### src/design/pmbus_port_pkg.sv
// Shared constants and types of the serial command port
package pmbus_port_pkg;

	// ==============================
	// Framing
	localparam int         ADDR_W        = 7;
	localparam int         BYTE_W        = 8;
	localparam int         WORD_W        = 16;
	localparam logic [3:0] BITS_PER_BYTE = 4'h8;
	localparam logic [3:0] LAST_TX_BIT   = 4'h7;
	localparam logic [3:0] BIT_CNT_ZERO  = 4'h0;
	localparam logic       DIR_READ      = 1'b1;
	localparam logic       LINE_NACK     = 1'b1;
	localparam logic       SDA_LOW       = 1'b0;

	// ==============================
	// Byte counts of one operation
	localparam logic [1:0] WR_CNT_ZERO   = 2'h0;
	localparam logic [1:0] WR_CNT_CMD    = 2'h1;
	localparam logic [1:0] WR_CNT_MAX    = 2'h3;
	localparam logic [7:0] PTR_RESET     = 8'h00;

	// ==============================
	// Buffered write entry: pointer, byte index, data
	localparam int         ENTRY_W       = BYTE_W + 1 + BYTE_W;
	localparam int         BUF_DEPTH     = 2;

	// ==============================
	// Bus timeout
	localparam int         TIMEOUT_MS    = 35;
	localparam int         MCLK_HZ       = 20_000_000;
	localparam int         TIMEOUT_CYC   = TIMEOUT_MS * (MCLK_HZ / 1000);

	// ==============================
	// Port states
	typedef enum logic [2:0] {
		ST_IDLE = 3'b000,
		ST_ADDR = 3'b001,
		ST_WR   = 3'b010,
		ST_ACK  = 3'b011,
		ST_RD   = 3'b100,
		ST_MACK = 3'b101,
		ST_RDHI = 3'b110,
		ST_WAIT = 3'b111
	} port_state_t;

	// ==============================
	// Open-drain enable for one data bit
	function automatic logic drive_for(input logic bit_val);
		drive_for = (bit_val == SDA_LOW);
	endfunction

endpackage

### src/design/stream_if.sv
// Valid/ready stream carrier between the port modules
`timescale 1ns/10ps
interface stream_if #(
	parameter int W = 8
);
	logic         valid;
	logic         ready;
	logic [W-1:0] data;

	modport src (
		output valid,
		output data,
		input  ready
	);
	modport snk (
		input  valid,
		input  data,
		output ready
	);
endinterface

### src/design/wr_buffer.sv
// Two-entry buffer for received write bytes
`timescale 1ns/10ps
module wr_buffer
	import pmbus_port_pkg::*;
#(
	parameter int W     = ENTRY_W,
	parameter int DEPTH = BUF_DEPTH
) (
	input  wire logic mclk,
	input  wire logic reset,
	stream_if.snk     fill,
	stream_if.src     drain
);
	localparam int PW = (DEPTH > 1) ? $clog2(DEPTH) : 1;
	localparam int CW = $clog2(DEPTH + 1);

	logic [W-1:0]  mem [DEPTH];
	logic [PW-1:0] wp_r;
	logic [PW-1:0] rp_r;
	logic [CW-1:0] cnt_r;
	logic          do_push;
	logic          do_pop;

	function automatic logic [PW-1:0] ptr_inc(input logic [PW-1:0] p);
		ptr_inc = (p == PW'(DEPTH - 1)) ? '0 : p + 1'b1;
	endfunction

	assign fill.ready  = (cnt_r != CW'(DEPTH));
	assign drain.valid = (cnt_r != '0);
	assign drain.data  = mem[rp_r];
	assign do_push     = fill.valid & fill.ready;
	assign do_pop      = drain.valid & drain.ready;

	// ==============================
	// Storage
	always_ff @(posedge mclk) begin
		if (do_push) begin
			mem[wp_r] <= fill.data;
		end
	end

	// ==============================
	// Pointers and fill level
	always_ff @(posedge mclk) begin
		if (reset) begin
			wp_r  <= '0;
			rp_r  <= '0;
			cnt_r <= '0;
		end else begin
			if (do_push) begin
				wp_r <= ptr_inc(wp_r);
			end
			if (do_pop) begin
				rp_r <= ptr_inc(rp_r);
			end
			if (do_push && !do_pop) begin
				cnt_r <= cnt_r + 1'b1;
			end else if (do_pop && !do_push) begin
				cnt_r <= cnt_r - 1'b1;
			end
		end
	end

endmodule

### src/design/pmbus_slave_command_port.sv
// Slave command port of the two-wire management bus
`timescale 1ns/10ps
module pmbus_slave_command_port
	import pmbus_port_pkg::*;
#(
	parameter int TIMEOUT_CYCLES = TIMEOUT_CYC
) (
	input  wire logic              mclk,
	input  wire logic              reset,
	input  wire logic              scl_in,
	input  wire logic              sda_in,
	output logic                   sda_out,
	output logic                   sda_oe,
	input  wire logic [ADDR_W-1:0] dev_addr,
	input  wire logic              timeout_en,
	input  wire logic              word_cmd,
	input  wire logic [WORD_W-1:0] rd_data,
	output logic [BYTE_W-1:0]      cmd_ptr,
	output logic                   cmd_strobe,
	output logic                   rd_strobe,
	output logic                   clear_faults,
	output logic                   wr_valid,
	input  wire logic              wr_ready,
	output logic [BYTE_W-1:0]      wr_ptr,
	output logic                   wr_index,
	output logic [BYTE_W-1:0]      wr_data
);
	localparam int TW = $clog2(TIMEOUT_CYCLES + 1);

	// ==============================
	// Declarations
	logic              scl_m_r;
	logic              scl_s_r;
	logic              scl_d_r;
	logic              sda_m_r;
	logic              sda_s_r;
	logic              sda_d_r;
	logic              scl_rise;
	logic              scl_fall;
	logic              start_det;
	logic              stop_det;
	logic              byte_end;
	logic              tmo_hit;
	logic [TW-1:0]     idle_cnt_r;
	port_state_t       state_r;
	logic [3:0]        bit_cnt_r;
	logic [BYTE_W-1:0] rx_r;
	logic [BYTE_W-1:0] tx_r;
	logic              drive_r;
	logic              rnw_r;
	logic              cmd_seen_r;
	logic              send_only_r;
	logic [1:0]        wr_cnt_r;
	logic              addr_match;
	logic              addr_ack;
	logic              cmd_take;
	logic              data_take;
	logic              push_fire;
	logic              clear_r;
	logic              cmd_stb_r;
	logic              rd_stb_r;

	stream_if #(.W(ENTRY_W)) push_if ();
	stream_if #(.W(ENTRY_W)) drain_if ();

	// ==============================
	// Pin synchronisers
	always_ff @(posedge mclk) begin
		if (reset) begin
			scl_m_r <= 1'b1;
			scl_s_r <= 1'b1;
			scl_d_r <= 1'b1;
			sda_m_r <= 1'b1;
			sda_s_r <= 1'b1;
			sda_d_r <= 1'b1;
		end else begin
			scl_m_r <= scl_in;
			scl_s_r <= scl_m_r;
			scl_d_r <= scl_s_r;
			sda_m_r <= sda_in;
			sda_s_r <= sda_m_r;
			sda_d_r <= sda_s_r;
		end
	end

	assign scl_rise  = scl_s_r & ~scl_d_r;
	assign scl_fall  = ~scl_s_r & scl_d_r;
	assign start_det = scl_s_r & scl_d_r & ~sda_s_r & sda_d_r;
	assign stop_det  = scl_s_r & scl_d_r & sda_s_r & ~sda_d_r;
	assign byte_end  = scl_fall && (bit_cnt_r == BITS_PER_BYTE);

	// ==============================
	// Byte decisions
	assign addr_match = (rx_r[BYTE_W-1:1] == dev_addr);
	// Reads need a command written earlier in this operation
	assign addr_ack   = addr_match && ((rx_r[0] != DIR_READ) || cmd_seen_r);
	assign cmd_take   = (state_r == ST_WR) && byte_end && (wr_cnt_r == WR_CNT_ZERO);
	assign data_take  = (state_r == ST_WR) && byte_end && (wr_cnt_r != WR_CNT_ZERO)
	                    && (wr_cnt_r != WR_CNT_MAX);
	// Full buffer refuses the byte with a not-acknowledge, nothing is lost silently
	assign push_fire  = data_take && push_if.ready;

	// ==============================
	// Timeout
	always_ff @(posedge mclk) begin
		if (reset) begin
			idle_cnt_r <= '0;
		end else if (state_r == ST_IDLE || scl_rise || scl_fall
		             || (sda_s_r != sda_d_r)) begin
			idle_cnt_r <= '0;
		end else if (idle_cnt_r != TW'(TIMEOUT_CYCLES)) begin
			idle_cnt_r <= idle_cnt_r + 1'b1;
		end
	end

	assign tmo_hit = timeout_en && (idle_cnt_r == TW'(TIMEOUT_CYCLES));

	// ==============================
	// Bus state machine
	always_ff @(posedge mclk) begin
		if (reset) begin
			state_r   <= ST_IDLE;
			bit_cnt_r <= BIT_CNT_ZERO;
			rx_r      <= '0;
			tx_r      <= '0;
			drive_r   <= 1'b0;
			rnw_r     <= 1'b0;
			wr_cnt_r  <= WR_CNT_ZERO;
		end else if (start_det) begin
			state_r   <= ST_ADDR;
			bit_cnt_r <= BIT_CNT_ZERO;
			drive_r   <= 1'b0;
			wr_cnt_r  <= WR_CNT_ZERO;
		end else if (stop_det || tmo_hit) begin
			state_r <= ST_IDLE;
			drive_r <= 1'b0;
		end else begin
			case (state_r)
			ST_ADDR, ST_WR: begin
				if (scl_rise && bit_cnt_r != BITS_PER_BYTE) begin
					rx_r      <= {rx_r[BYTE_W-2:0], sda_s_r};
					bit_cnt_r <= bit_cnt_r + 1'b1;
				end else if (byte_end && state_r == ST_ADDR) begin
					rnw_r <= rx_r[0];
					if (addr_ack) begin
						drive_r <= 1'b1;
						state_r <= ST_ACK;
					end else begin
						state_r <= ST_WAIT;
					end
				end else if (byte_end) begin
					if (cmd_take || push_fire) begin
						drive_r  <= 1'b1;
						wr_cnt_r <= wr_cnt_r + 1'b1;
						state_r  <= ST_ACK;
					end else begin
						state_r <= ST_WAIT;
					end
				end
			end
			ST_ACK: begin
				if (scl_fall) begin
					bit_cnt_r <= BIT_CNT_ZERO;
					if (rnw_r) begin
						tx_r    <= rd_data[BYTE_W-1:0];
						drive_r <= drive_for(rd_data[BYTE_W-1]);
						state_r <= ST_RD;
					end else begin
						drive_r <= 1'b0;
						state_r <= ST_WR;
					end
				end
			end
			ST_RD: begin
				if (scl_fall) begin
					if (bit_cnt_r == LAST_TX_BIT) begin
						drive_r <= 1'b0;
						state_r <= ST_MACK;
					end else begin
						tx_r      <= {tx_r[BYTE_W-2:0], 1'b0};
						drive_r   <= drive_for(tx_r[BYTE_W-2]);
						bit_cnt_r <= bit_cnt_r + 1'b1;
					end
				end
			end
			ST_MACK: begin
				if (scl_rise) begin
					// Master acknowledge after the low byte of a word asks for the high byte
					if (sda_s_r == LINE_NACK || !word_cmd || wr_cnt_r == WR_CNT_MAX) begin
						state_r <= ST_WAIT;
					end else begin
						wr_cnt_r <= WR_CNT_MAX;
						state_r  <= ST_RDHI;
					end
				end
			end
			ST_RDHI: begin
				if (scl_fall) begin
					bit_cnt_r <= BIT_CNT_ZERO;
					tx_r      <= rd_data[WORD_W-1:BYTE_W];
					drive_r   <= drive_for(rd_data[WORD_W-1]);
					state_r   <= ST_RD;
				end
			end
			default: begin
				drive_r <= 1'b0;
			end
			endcase
		end
	end

	// ==============================
	// Operation tracking and send byte
	always_ff @(posedge mclk) begin
		if (reset) begin
			cmd_seen_r  <= 1'b0;
			send_only_r <= 1'b0;
			clear_r     <= 1'b0;
		end else begin
			clear_r <= stop_det && send_only_r;
			if (stop_det || tmo_hit) begin
				cmd_seen_r  <= 1'b0;
				send_only_r <= 1'b0;
			end else if (cmd_take) begin
				cmd_seen_r  <= 1'b1;
				send_only_r <= 1'b1;
			end else if (data_take || (start_det && cmd_seen_r)) begin
				// Any data byte, even a refused one, or a repeated start ends send byte
				send_only_r <= 1'b0;
			end
		end
	end

	// ==============================
	// Command pointer and strobes
	always_ff @(posedge mclk) begin
		if (reset) begin
			cmd_ptr   <= PTR_RESET;
			cmd_stb_r <= 1'b0;
			rd_stb_r  <= 1'b0;
		end else begin
			cmd_stb_r <= cmd_take;
			rd_stb_r  <= (state_r == ST_ADDR) && byte_end && addr_ack
			             && (rx_r[0] == DIR_READ);
			if (cmd_take) begin
				cmd_ptr <= rx_r;
			end
		end
	end

	// ==============================
	// Write byte path into the buffer
	assign push_if.valid = data_take;
	assign push_if.data  = {cmd_ptr, (wr_cnt_r != WR_CNT_CMD), rx_r};

	wr_buffer #(
		.W     (ENTRY_W),
		.DEPTH (BUF_DEPTH)
	) u_wr_buffer (
		.mclk  (mclk),
		.reset (reset),
		.fill  (push_if.snk),
		.drain (drain_if.src)
	);

	assign drain_if.ready = wr_ready;

	// ==============================
	// Outputs
	assign sda_out      = SDA_LOW;
	assign sda_oe       = drive_r;
	assign cmd_strobe   = cmd_stb_r;
	assign rd_strobe    = rd_stb_r;
	assign clear_faults = clear_r;
	assign wr_valid     = drain_if.valid;
	assign wr_ptr       = drain_if.data[ENTRY_W-1:BYTE_W+1];
	assign wr_index     = drain_if.data[BYTE_W];
	assign wr_data      = drain_if.data[BYTE_W-1:0];

endmodule

### config.mk
export PLATFORM = sky130hd
export DESIGN_NAME = pmbus_slave_command_port
export DESIGN_NICKNAME = d
export VERILOG_FILES = /design/src/design/pmbus_port_pkg.sv /design/src/design/stream_if.sv /design/src/design/wr_buffer.sv /design/src/design/pmbus_slave_command_port.sv
export SDC_FILE = /design/constraint.sdc
export NUM_CORES = 1
export LEC_CHECK = 0
export ABC_AREA = 1
export BUFFER_PORTS_ARGS = -buffer_cell sky130_fd_sc_hd__buf_2
export CORE_ASPECT_RATIO = 0.7
export CORE_UTILIZATION = 55
export CTS_CLUSTER_SIZE = 20
export DETAILED_ROUTE_END_ITERATION = 16
export GPL_TIMING_DRIVEN = 0
export PLACE_DENSITY = 0.86
export SETUP_SLACK_MARGIN = 0.2
export SYNTH_ARGS = -nofsm -noshare
export SYNTH_HDL_FRONTEND = slang
export SYNTH_SLANG_ARGS = --single-unit
### constraint.sdc
create_clock -name mclk -period 2.5 [get_ports mclk]
set_input_delay 0.625 -clock mclk [delete_from_list [all_inputs] [get_ports mclk]]
set_output_delay 0.625 -clock mclk [all_outputs]
set_load 0.02 [all_outputs]
Yosys cells after proc, flatten, opt, wreduce, memory -nomap -nowiden
Memory sizes are Yosys's and may differ from the RTL's. A register that Yosys moved wholly into a read port is not among the register bits.
Cells that the tools add are included.
{ "word_totals": {"ff_bits": 69, "ram_bits": 34, "input_bits": 30, "out_inout_bits": 31, "wordCells": 201, "memories": 1} }
{ "memory_table": {"columns": ["name", "words", "word_bits", "rd", "rd_ports_with_merged_regs", "write_ports", "line", "source"], "rows": [
  ["u_wr_buffer.mem", 2, 17, 1, 1, 1, "wr_buffer.sv:17", "logic [W-1:0] mem [DEPTH];"]
]} }
{ "classes": {"n_addsub": 7, "n_eq_ne": 41, "mux": 54, "bitwise": 21, "n_reduce_logical": 53} }
{ "op_table": {"columns": ["cell", "n"], "rows": [
  ["AND reduction 8 bit", 5],
  ["2-to-1 mux 7 bit", 5],
  ["2-to-1 mux 3 bit", 11],
  ["inequality test 2 bit, second input constant", 15],
  ["inequality test 4 bit, second input constant", 7],
  ["2-to-1 mux 1 bit", 21],
  ["case mux 7 bit (3 select lines)", 1],
  ["adder 20 x 1 -> 20 bit, second input constant", 1],
  ["equality test 20 bit, second input constant", 1],
  ["inequality test 20 bit, second input constant", 1],
  ["logical AND 1 bit", 16],
  ["2-to-1 mux 2 bit", 8],
  ["2-to-1 mux 4 bit", 4],
  ["case mux 3 bit (5 select lines)", 1],
  ["inverter 1 bit", 12],
  ["case mux 4 bit (3 select lines)", 1],
  ["nonzero test 2 bit", 5],
  ["OR reduction 2 bit", 5],
  ["bitwise AND 1 bit", 9],
  ["equality test 3 bit, second input constant", 3],
  ["logical OR 1 bit", 9],
  ["inequality test 3 bit, second input constant", 3],
  ["equality test 7 bit", 1],
  ["nonzero test 7 bit", 1],
  ["23 further kinds", 30]
]} }

Longest topological paths before layout
{ "depth": {"depth_word": 15, "ltp_mapped": 14, "mapped_depth_nobuf": 13} }

By module
From an unflattened synthesis, not the netlist that was laid out.
{ "hier_totals": {"cells_unflattened": 622, "area_unflattened_um2": 5029.8} }
{ "by_module_without_submodules": {"columns": ["module", "n_inst", "cells_per_inst", "area_each_um2", "seq_area_each_um2"], "rows": [
  ["pmbus_slave_command_port", 1, 532, 3509.6, 1301.2],
  ["wr_buffer", 1, 90, 1520.2, 1121.1]
]} }

Worst setup path after synthesis
OpenSTA, ideal clock, no wires.
{ "synth_path": {"kind": "reg2reg", "startpoint": "register bit_cnt_r[0]", "endpoint": "memory u_wr_buffer.mem[1][0] in the netlist's numbering (enable)", "setup_ns": 0.392, "arrival_ns": 1.786, "t_required_ns": 2.108, "slack_ns": 0.321, "path_stages_with_launch": 7, "n_path_buf": 0, "synth_period_minus_slack_ns": 2.179, "cell_sequence": "dfxtp_1 inv_1 ha_1 nand3_1 nor2_2 nand4_1 nor2_1"} }
{ "synth_between": {"elab_chain_cells": 8} }
{ "synth_rtl": {"columns": ["element", "line", "source"], "rows": [
  ["start, declared", "pmbus_slave_command_port.sv:46", "logic [3:0] bit_cnt_r;"],
  ["start signal, assigned", "pmbus_slave_command_port.sv:142", "bit_cnt_r <= bit_cnt_r + 1'b1;"],
  ["start signal, assigned", "pmbus_slave_command_port.sv:182", "bit_cnt_r <= bit_cnt_r + 1'b1;"],
  ["equality test 4 bit", "pmbus_slave_command_port.sv:90", "assign byte_end = scl_fall && (bit_cnt_r == BITS_PER_BYTE);"],
  ["logical AND 1 bit", "pmbus_slave_command_port.sv:90", null],
  ["logical AND 1 bit (2 in series)", "pmbus_slave_command_port.sv:98", "assign data_take = (state_r == ST_WR) && byte_end && (wr_cnt_r != WR_CNT_ZERO)"],
  ["logical AND 1 bit", "pmbus_slave_command_port.sv:99", "&& (wr_cnt_r != WR_CNT_MAX);"],
  ["bitwise AND 1 bit", "wr_buffer.sv:31", "assign do_push = fill.valid & fill.ready;"],
  ["2-to-1 mux 1 bit", "wr_buffer.sv:37", "if (do_push) begin"],
  ["2-to-1 mux 1 bit (not written as such)", "wr_buffer.sv:38", "mem[wp_r] <= fill.data;"],
  ["end, declared", "wr_buffer.sv:17", null]
]} }
Every way passes these cells.

==> run metrics <==
Via density 5.26; Hold WC Path Type reg -> reg; Leakage Power 2.50 nW; CTS HTree Levels 3; vias in the first global route 3860; worst clock skew 0.0122 ns; CP Launch Type register; die area 9360 um2; Final Non-Filler Cells 805; largest net degree at the start of global routing 19; Placed Cells 786; row cnt 28; nets 718; Data arrival, critical path 1.60 ns; initial core utilization 57.5%; Worst Reg-to-Reg Cells 6; clock root buffer clkbuf_16; clock sink total 104; share of cells above drive strength 1 21.0%; setup TNS 0 ns; Worst Max-Slew Pin Slew 0.547 ns; # hold bufs at CTS 0; post-synthesis cell type count 37; hold slack 0.415 ns; synth warn 0; most frequent cells in the layout nand2_1 (122), nor2_1 (79), inv_1 (78); Post-DP HPWL 7.98 mm; Seq cells post-synth 104; # IOs 61; Seq/Total Area, Yosys 49.1%; crit-path max FO 10; pwr/cell area 749 nW/um2; Syn Nets 645; crit-path max cell delay 0.35 ns; Avg Cell Area, Syn 8.13 um2; min Tclk post-route 2.23 ns; DRC viols 0; maxcap violations 0; Crit. End Element output port; Fmax achieved 449 MHz; drt total wl 10.9 mm; Hold Fails Final Rpt 0; FILL cells 697; routability cong. 0.905; Global Route Usage Sum 24.4%; Avg WL per Cell 13.6 um; Initial DRC Count 280; RSZ-0062 raised after global routing false; port bufs 59; VDD IR max 383 uV; worst skew pair latency 0.35 ns; Die H 81.3 um; core box area 8580 um2; first-pass GRT wire length 17.5 mm; CTS max path bufs 2; Power Total 4.29 mW; Tcrit/Tclk final 89.1%; slew margin rel. 63.4%; Synth Cell Area 4930 um2; CTS buffer count 9; GRT overflow 0; run status complete, no violations; CTS tree yes; initial antenna violation count 0; synth-to-layout area growth 16.1%; Die W 115 um; leading cell type in the layout, fill and taps excluded nand2_1; WP data required 1.88 ns; Post-Syn Instances 607; Worst-path clk slew 0.06 ns; number of detailed-route iterations in the first pass 4; crit-path cells clkbuf_4 > buf_4 > mux2_2 > buf_2; Slowest-stage cell, CP mux2_2; final number of setup-violating endpoints 0; Hold Path Stages 1; Vias 4238; antenna-violating nets left 0; CP Class reg -> out; Slew Viols, Final 0; Antenna Cells 0
## layout make-up
class / instances / area [um2] / share of cell area [%]
multi-input cells: 398 / 2080 / 36.4
clock buffers: 10 / 229 / 4.00
plain buffers: 23 / 153 / 2.66
inverters: 82 / 308 / 5.37
flip-flops and latches: 104 / 2420 / 42.3
clock inverters: 6 / 67.6 / 1.18
repair buffers: 62 / 318 / 5.55
well taps: 120 / 150 / 2.62
## routing by layer
layer | vias to the layer above | global-route usage (%) | share of wire [%]
met1 | 1955 | 32.0 | 46
met4 | 0 | 6.10 | 1.5
met3 | 20 | 7.46 | 7.3
li1 | 2113 | - | -
met5 | - | 0 | 0
met2 | 150 | 39.6 | 46
## path summary, 6_finish.rpt
check	start	endpoint	slack, ns
setup reg to reg	wr_cnt_r[0]$_SDFFE_PP0P_	u_wr_buffer.mem[1][7]$_DFFE_PP_	0.33
hold / removal	scl_m_r$_SDFF_PP1_	scl_s_r$_SDFF_PP1_	0.42
hold reg to reg	scl_m_r$_SDFF_PP1_	scl_s_r$_SDFF_PP1_	0.42
setup / recovery	register	wr_data[5]	0.27
## worst max-delay path, delay by kind of cell (launching register included)
family                 cells  cell delay (ns)
muxes                      1             0.35
buffers and inverters      3             0.59
DFF                        1             0.31
## synthesized netlist by cell type (all sizes together)
cell type	count	area (um2)
xor2	2	17.5
nor3b	1	12.5
o21ai	25	133
dfxtp	70	1400
nor4	2	12.5
o21a	2	15.0
o221ai	1	8.76
buf	16	120
a22o	1	8.76
nor2	88	358
nand4	19	119
a32o	1	10.0
nand2	129	512
or2	8	50.1
clkbuf	7	26.3
conb	1	3.75
mux2	17	191
and2	1	6.26
a21oi	39	195
and3	1	6.26
nand3	32	170
edfxtp	34	1020
inv	82	308
ha	8	100
nor3	10	50.1
xnor2	3	26.3
o211ai	7	52.6
## cell families (layout without fill, tap and decap cells)
logic type / Yosys count / count (layout) / share of synthesized area, %
AND/OR/NAND/NOR: 291 / 291 / 26.3
XOR/XNOR: 5 / 5 / 0.888
flip-flops: 104 / 104 / 49.1
AO/OA/AOI/OAI: 76 / 76 / 8.57
adder cells (fa/ha/maj): 8 / 8 / 2.03
buffers and inverters: 105 / 183 / 9.20
other: 1 / 1 / 0.0760
multiplexers: 17 / 17 / 3.88
## state kept, by name, summed over array words and instances (netlist names), 2 cells and up, named ones only
signal / cells
idle_cnt_r: 20
tx_r: 7
cmd_ptr: 8
u_wr_buffer.cnt_r: 2
state_r: 3
bit_cnt_r: 4
rx_r: 8
u_wr_buffer.mem: 34
wr_cnt_r: 2
## report_power, final
group          switching [mW]  internal, mW
clock network           0.626         0.784
logic                   0.610         0.355
registers              0.0759          1.84
## per-stage QoR
| step | utilization (%) | setup WS, ns | cell area, um2 |
|---|---|---|---|
| 6_report | 66.8 | 0.272 | 5730 |
| 5_1_grt | 66.8 | 0.195 | 5730 |
| 4_1_cts | 66.3 | 0.0838 | 5690 |
| 3_5_place_dp | 62.7 | 0.105 | 5390 |
| 3_3_place_gp | 62.7 | -0.221 | 5380 |
| 2_1_floorplan | - | 0.321 | 4930 |
## what timing repair did
| action | in CTS | in global routing |
|---|---|---|
| resized for setup | 3 | 4 |
| pin swaps | 0 | 1 |
| setup endpoints to repair | 44 | 36 |
| buffers inserted | 0 | 3 |
(Power assumes the default switching activity.)
